## src/logic/dbss_regs.svh

```systemverilog
// register offsets, field positions, reset values and widths of the holding-buffer save stack
`ifndef DBSS_REGS_SVH
`define DBSS_REGS_SVH

////////////////////////////////////////////////////////////////////////////////
// peripheral address space
`define DBSS_ADDR_W 7
`define DBSS_DATA_W 16
`define DBSS_OFS_LEVEL 7'h04
`define DBSS_OFS_PORT 7'h41

////////////////////////////////////////////////////////////////////////////////
// level register layout
`define DBSS_LEVEL_W 4
`define DBSS_LEVEL_LOW_POS 0
`define DBSS_LEVEL_HIGH_POS 1
`define DBSS_LEVEL_RESET 4'h0

////////////////////////////////////////////////////////////////////////////////
// stack geometry and the value handed back for undefined reads
`define DBSS_DEPTH 4
`define DBSS_UNDEF_VALUE 16'h0000

`endif

```

## src/logic/dbss_pkg.sv

```systemverilog
// types shared by the holding-buffer save stack
`include "dbss_regs.svh"

package dbss_pkg;

  // one peripheral transfer from the core: store (holding buffer out) or load
  typedef struct packed {
    logic valid;
    logic store;
    logic [`DBSS_ADDR_W-1:0] addr;
    logic [`DBSS_DATA_W-1:0] data;
  } dbss_req_t;

  // answer to a load, bound for the holding buffer
  typedef struct packed {
    logic valid;
    logic [`DBSS_DATA_W-1:0] data;
  } dbss_rsp_t;

  // decoded target of a transfer
  typedef enum logic [1:0] {
    DBSS_TGT_NONE,
    DBSS_TGT_LEVEL,
    DBSS_TGT_PORT
  } dbss_tgt_t;

endpackage : dbss_pkg

```

## src/logic/dbss_stack.sv

```systemverilog
// holding-buffer save stack: four 16-bit slots pushed by store and popped by load
`include "dbss_regs.svh"

module dbss_stack #(
  parameter int DEPTH = `DBSS_DEPTH,
  parameter logic [`DBSS_DATA_W-1:0] UNDEF_VALUE = `DBSS_UNDEF_VALUE
) (
  // clock, reset, enable
  input wire logic mclk,
  input wire logic srst,
  input wire logic clk_en,
  // peripheral transfer from the core
  input wire dbss_pkg::dbss_req_t req,
  // answer into the holding buffer
  output dbss_pkg::dbss_rsp_t rsp,
  // current level register contents
  output logic [`DBSS_LEVEL_W-1:0] level
);
  import dbss_pkg::*;

  localparam int PTR_W = $clog2(DEPTH);

  ////////////////////////////////////////////////////////////////////////////////
  // address decode

  // bank select never reaches this decode, so any bank works the same
  function automatic dbss_tgt_t decode(input logic [`DBSS_ADDR_W-1:0] addr);
    dbss_tgt_t tgt;
    tgt = DBSS_TGT_NONE;
    if (addr == `DBSS_OFS_PORT) begin
      tgt = DBSS_TGT_PORT;
    end else if (addr == `DBSS_OFS_LEVEL) begin
      tgt = DBSS_TGT_LEVEL;
    end
    return tgt;
  endfunction : decode

  dbss_tgt_t tgt;
  logic push;
  logic pop;
  logic level_rd;

  // one decode shared by the stack, the level register and the answer path
  always_comb begin
    tgt = decode(req.addr);
    push = clk_en && req.valid && req.store && (tgt == DBSS_TGT_PORT);
    pop = clk_en && req.valid && !req.store && (tgt == DBSS_TGT_PORT);
    level_rd = clk_en && req.valid && !req.store && (tgt == DBSS_TGT_LEVEL);
  end

  ////////////////////////////////////////////////////////////////////////////////
  // slot storage

  // no reset on the slots: their contents after power-up are undefined anyway
  logic [`DBSS_DATA_W-1:0] slot [DEPTH];
  logic [`DBSS_DATA_W-1:0] next_slot [DEPTH];
  logic [PTR_W-1:0] ptr;
  logic [`DBSS_DATA_W-1:0] slot_at_ptr;
  logic slot_we;

  always_comb begin
    slot_at_ptr = slot[ptr];
    slot_we = push;
  end

  // only the slot under the pointer takes a store; every other slot carries its word over
  // wrap of the pointer means a fifth push lands on the oldest entry
  always_comb begin
    for (int i = 0; i < DEPTH; i++) begin
      next_slot[i] = slot[i];
    end
    if (slot_we) begin
      next_slot[ptr] = req.data;
    end
  end

  // slots only register; clock enable low drops slot_we, so they hold like a stopped clock
  always_ff @(posedge mclk) begin
    slot <= next_slot;
  end

  ////////////////////////////////////////////////////////////////////////////////
  // level register

  logic [`DBSS_LEVEL_W-1:0] next_level;

  // stores to the level address fall through untouched: the register is read-only
  always_comb begin
    next_level = level;
    if (push) begin
      next_level = {{(`DBSS_LEVEL_W-PTR_W){1'b0}}, ptr + PTR_W'(1)};
    end else if (pop) begin
      next_level = {{(`DBSS_LEVEL_W-PTR_W){1'b0}}, ptr - PTR_W'(1)};
    end
  end

  // clock enable low holds the pointer, like a stopped clock
  always_ff @(posedge mclk) begin
    if (srst) begin
      level <= `DBSS_LEVEL_RESET;
    end else if (clk_en) begin
      level <= next_level;
    end
  end

  assign ptr = level[PTR_W-1:0];

  ////////////////////////////////////////////////////////////////////////////////
  // answer path

  dbss_rsp_t next_rsp;

  // a load reads the slot under the pointer before stepping down, so a load straight after a store
  // returns the slot above the word just pushed, not that word
  // only loads answer; unused addresses give the fixed undefined pattern
  always_comb begin
    next_rsp.valid = clk_en && req.valid && !req.store;
    next_rsp.data = UNDEF_VALUE;
    if (pop) begin
      next_rsp.data = slot_at_ptr;
    end else if (level_rd) begin
      next_rsp.data = {{(`DBSS_DATA_W-`DBSS_LEVEL_W){1'b0}}, level};
    end
  end

  // answer stands one cycle when enabled, frozen otherwise
  always_ff @(posedge mclk) begin
    if (srst) begin
      rsp <= '0;
    end else if (clk_en) begin
      rsp <= next_rsp;
    end
  end
endmodule : dbss_stack

```

## config.mk

```make
export PLATFORM = sky130hd
export DESIGN_NAME = dbss_stack
export DESIGN_NICKNAME = d
export VERILOG_FILES = /design/src/logic/dbss_pkg.sv /design/src/logic/dbss_stack.sv
export VERILOG_INCLUDE_DIRS = /design/src /design/src/logic
export SDC_FILE = /design/constraint.sdc
export NUM_CORES = 1
export LEC_CHECK = 0
export BUFFER_PORTS_ARGS = -buffer_cell sky130_fd_sc_hd__buf_2
export CAP_MARGIN = 25
export CORE_MARGIN = 5
export CORE_UTILIZATION = 46
export DETAILED_ROUTE_END_ITERATION = 16
export HOLD_SLACK_MARGIN = 0.06
export PLACE_DENSITY = 0.67
export SKIP_LAST_GASP = 1
export SLEW_MARGIN = 20
export SYNTH_ARGS = -nofsm -noshare
export SYNTH_HDL_FRONTEND = slang
export SYNTH_SLANG_ARGS = --single-unit
```

## constraint.sdc

```tcl
create_clock -name mclk -period 3.55 [get_ports mclk]
set_input_delay 0.1775 -clock mclk [delete_from_list [all_inputs] [get_ports mclk]]
set_output_delay 0.1775 -clock mclk [all_outputs]
set_load 0.005 [all_outputs]
```

==> results.yml, run 1 <==
finish:
  layout_commonest_cell: "edfxtp_1"
  layout-drive-gt1-share: 0.3439
  final_cell_mix: "edfxtp_1, buf_2, dfxtp_1"
  num-fill-cells: 576
  areaGrowthSynthToFinish_pct: 20.30
  diodes: 0
  fin_nets: 276
min_path:
  hp-class: "in2reg"
  worstHoldStart: "req[10]"
die:
  fp.coreArea_mm2: 0.006756
  start_util: 0.4717
  die_area_mm2: 0.008693
  row_count: 30
  die_h_um: 93.24
  ioPinCount: 49
  fp.dieW_um: 93.24
clocking:
  cts_resized: 0
  clkLatencyLatePin_ps: 340
  clkTransAtPathRegs_ps: 80
  root_buffer: "clkbuf_8"
  cts_buffers: 9
  clock_path_buffers: 2
  htree_levels: 3
  cts_tree: "done"
  cts.sinks: 83
drt:
  vias: 1720
  drt_wl_total_um: 5663
  via_per_inst: 5.165
  first_pass_iters: 4
  drc_errors: 0
  post_drt_wl_per_cell_um: 17.01
  drtIter0Drc: 97
  ant_nets: 0
worst_setup_path:
  worstPathRequired_ps: 3770
  cp_max_fo: 15
  worstPathArrival_ps: 2220
  startpoint: "level[0]"
  r2r-start: "level[0]"
  path_class: "reg2reg"
  start_kind: "flop"
  cp-end-kind: "flop"
power:
  pwr-share-comb: 0.031
  powerDensity_mw_per_mm2: 460.4
  p_seq_frac: 0.592
  p_sw_frac: 0.1887
  power_switching_uw: 333.1
  clock_power_share: 0.377
  power_leakage_nw: 1.355
  ir_worst_vdd_mv: 0.2859
  internal_power_mw: 1.432
synthesis:
  yosysTopAreaCell: "edfxtp_1"
  syn_area_mm2: 0.003187
  ys_seq_area_frac: 0.7224
  synth_top_area_share: 0.6031
  ys_ff_latch: 83
  ys_warn_count: 0
  synth_area_leaders: "edfxtp_1, dfxtp_1, mux4_2, nor2b_1, a21oi_1"
  synth_cells: 182
  synth_cell_types: 29
  avgSynthCellArea_um2: 17.51
sta:
  period_needed_ps: 1999
  rsz0062_at_grt: "false"
  worst_hold_slack_ps: 83.08
  slew_headroom: 0.4013
  fin_skew_ps: 9.559
  fin_crit_sh: 0.5632
  fin_setup_tns_ps: 0
  fmax_ghz: 0.5002
  tightest_slew_ps: 891.4
  hold_violations: 0
  slew_viol_final: 0
  setup-violations-final: 0
global_route:
  grt_antenna_before_repair: 0
  grt_start_max_net_pins: 24
  grt_overflow: 0
  grt_use_total: 0.1424
  grt_pass1_vias: 1736
  grt_pass1_wl_um: 8976
placement:
  io_buffers: 46
  dp_hpwl_um: 3458
  place_congestion: 0.6972
flow_run:
  drv_cap: 0
outcome:
  status: "completed"
## registers in the layout, indices dropped and copies added (netlist names)
name and count:
slot 64, rsp 17, level 2
## layer usage
layer | global-route usage | routed length, um | vias up
li1 | - | - | 826
met1 | 0.1835 | 2463 | 830
met2 | 0.2186 | 2751 | 60
met3 | 0.04666 | 404 | 4
met4 | 0.06593 | 43 | 0
met5 | 0 | 0 | -
## power by group through the flow
stage               combinational [mW]  clock [mW]  sequential [mW]
floorplan                       0.0167           0             1.07
global placement                0.0411           0             1.07
detailed placement              0.0423           0             1.07
CTS                             0.0548       0.678             1.04
global route                    0.0605       0.729             1.04
finish                          0.0543       0.666             1.04
## kinds of logic (layout without fill, tap and decap cells)
group | after synthesis | in the layout | synth area share
XOR/XNOR | 3 | 3 | 0.008247
flip-flops | 83 | 83 | 0.7224
buffers and inverters | 12 | 82 | 0.02709
AO/OA/AOI/OAI | 20 | 20 | 0.03573
AND/OR/NAND/NOR | 47 | 47 | 0.09226
other | 1 | 2 | 0.001177
multiplexers | 16 | 16 | 0.1131
## synthesized netlist by cell type
cell type  instances
edfxtp_1          64
dfxtp_1           19
nor2_1            17
a21oi_1           16
mux4_2            16
nor2b_1           14
buf_6              4
buf_2              3
nor3_1             3
nor3b_1            3
buf_4              2
clkbuf_1           2
nand2b_1           2
xnor2_1            2
a211oi_1           1
a21bo_2            1
a32oi_1            1
and4_1             1
buf_1              1
conb_1             1
nand2_1            1
nand3b_1           1
nand3b_4           1
nand4bb_2          1
nor4_1             1
nor4_4             1
o211ai_1           1
or2_4              1
xor2_1             1
## critical path, cell delays in order, from the launching register on
cell	delay, ps
dfxtp_1	660
buf_4	390
mux4_2	560
a32oi_1	180
a211oi_1	90
## final timing paths
| kind | depth (start not counted) | slack [ps] | end |
|---|---|---|---|
| worst max-delay path | 4 | 1550 | rsp[1] |
| worst min-delay path | 1 | 80 | slot[58] |
| worst max register to register | 4 | 1550 | rsp[1] |
| worst min register to register | 2 | 470 | rsp[16] |
## through the flow
step                      instance area, um2  std cells  power, mW  setup WS, ps    util
final                                   3834        333      1.765          1551  0.5674
after global routing                    3834        333      1.834          1338  0.5674
after detailed placement                3487        302      1.109          1265  0.5161
after floorplan                         3191        183      1.084         984.7       -
after CTS                               3834        333      1.778          1500  0.5674
after global placement                  3487        302      1.108          1299  0.5161
## area by class of cell
cell class | instances | area, um2 | area share
Clock buffer | 13 | 158.9 | 0.04145
Clock inverter | 3 | 37.54 | 0.009791
Multi-Input combinational cell | 88 | 817.0 | 0.2131
Sequential cell | 83 | 2302 | 0.6005
Tap cell | 80 | 100.1 | 0.02611
Timing Repair Buffer | 66 | 417.9 | 0.1090
## what timing repair did
item                                   4_1_cts  5_1_grt
endpoints found under the hold margin       60        0
buffers inserted                             0        0
hold buffers                                15        0
No activity file was read; power rests on OpenSTA's default activity.
==> run 2, diff against run 1 <==
PLACE_DENSITY = 0.69   (was 0.67)
clock period = 1.7 ns   (was 3.55 ns; I/O delays follow)
==> results.yml, run 2 (synthesis gave the netlist of run 1 again) <==
finish:
  layout_commonest_cell: "edfxtp_1"
  num-fill-cells: 532
  top_regs: "slot x64, rsp x17, level x2"
  largest_reg_flops: 64
  regMostFlops: "slot"
  areaGrowthSynthToFinish_pct: 24.93
  fin_nets: 289
  diodes: 0
  final_cell_mix: "edfxtp_1, buf_2, dfxtp_1"
  final_core_util: 0.5893
  layout-drive-gt1-share: 0.3835
sta:
  fin_crit_sh: 0.9660
  slew_viol_final: 0
  fin_setup_tns_ps: 0
  period_needed_ps: 1642
  rsz0062_at_grt: "false"
  setup-violations-final: 0
  hold_violations: 0
  setup_ws_ps: 57.88
  fin_skew_ps: 9.791
  fmax_ghz: 0.6090
clocking:
  root_buffer: "clkbuf_8"
  cts_buffers: 9
  clock_path_buffers: 2
  clkTransAtPathRegs_ps: 80
  cts_tree: "done"
  cts.sinks: 83
  htree_levels: 3
  clkLatencyLatePin_ps: 350
flow_run:
  drv_cap: 0
drt:
  vias: 1771
  drtIter0Drc: 79
  ant_nets: 0
  drt_wl_total_um: 6003
  post_drt_wl_per_cell_um: 17.35
  via_per_inst: 5.118
  first_pass_iters: 4
  drc_errors: 0
worst_setup_path:
  worstPathArrival_ps: 1690
  path_class: "in2reg"
  cp_max_fo: 9
  worstPathRequired_ps: 1750
  cp-end-kind: "flop"
  start_kind: "input port"
placement:
  pre_cts_ws_ps: 62.04
  place_congestion: 0.7833
  dp_hpwl_um: 3846
  io_buffers: 46
global_route:
  grt_pass1_wl_um: 9522
  grt_pass1_vias: 1743
  grt_antenna_before_repair: 0
  grt_use_total: 0.1485
  grt_overflow: 0
  grt_start_max_net_pins: 20
die:
  ioPinCount: 49
  die_h_um: 93.24
  fp.dieW_um: 93.24
  fp.coreArea_mm2: 0.006756
  row_count: 30
  start_util: 0.4717
  die_area_mm2: 0.008693
outcome:
  status: "completed"
power:
  power_leakage_nw: 1.427
  ir_worst_vdd_mv: 0.6442
  total_power_mw: 3.638
  powerDensity_mw_per_mm2: 913.9
min_path:
  hp-class: "in2reg"
==> run 2: changes by cell type in the layout (fill, tap and decap cells not counted), sizes merged <==
cell	before	now
dlygate4sd3	15	17
clkinvlp	0	1
clkbuf	13	10
clkinv	2	4
buf	51	62
==> run 2: per-layer routing <==
metal  track usage  vias up  wire [um]
met5             0        -          0
met4       0.08059        0         85
met3       0.02735        7        312
met2        0.2162       54       2765
met1        0.2112      859       2839
li1              -      851          -
==> run 2: final timing paths <==
check | start | to | slack, ps | cells past startpoint
max | req[24] | slot[22] | 60 | 7
max reg2reg | level[0] | rsp[1] | 210 | 4
min reg2reg | rsp[16] | rsp[16] | 470 | 2
min | srst | rsp[4] | 150 | 2
==> run 2: critical path, cell delays in order <==
cell	delay [ps]
dlygate4sd3_1	520
buf_2	120
nand4bb_2	150
nor3_4	200
nand2_2	150
nor3b_4	230
buf_4	220
==> run 2: report_power, final <==
group / total (mW) / switching [mW] / internal [mW]
logic: 0.127 / 0.0628 / 0.0642
clock network: 1.33 / 0.664 / 0.667
registers: 2.18 / 0.00107 / 2.18
==> run 2: stage by stage <==
stage          cell area, um2  instances  hold WS, ps
2_1_floorplan            3232        183        183.9
3_3_place_gp             3621        313        301.9
3_5_place_dp             3621        313        307.4
4_1_cts                  3975        346        143.0
5_1_grt                  3981        346        157.1
6_report                 3981        346        147.2
==> run 2: what timing repair did <==
action | 4_1_cts | 5_1_grt
hold endpoints to repair | 65 | 0
buffers inserted | 0 | 0
hold buffers | 17 | 0
endpoints found under the setup margin | 0 | 9
gates resized for setup | 0 | 1
==> run 2: final cells by class <==
type                    instances  area (um2)  area share
clock buffers                  10       127.6     0.03206
clock inverters                 6       56.30     0.01414
multi-input cells              88       849.6      0.2134
flip-flops and latches         83        2302      0.5783
well taps                      80       100.1     0.02514
repair buffers                 79       545.5      0.1370
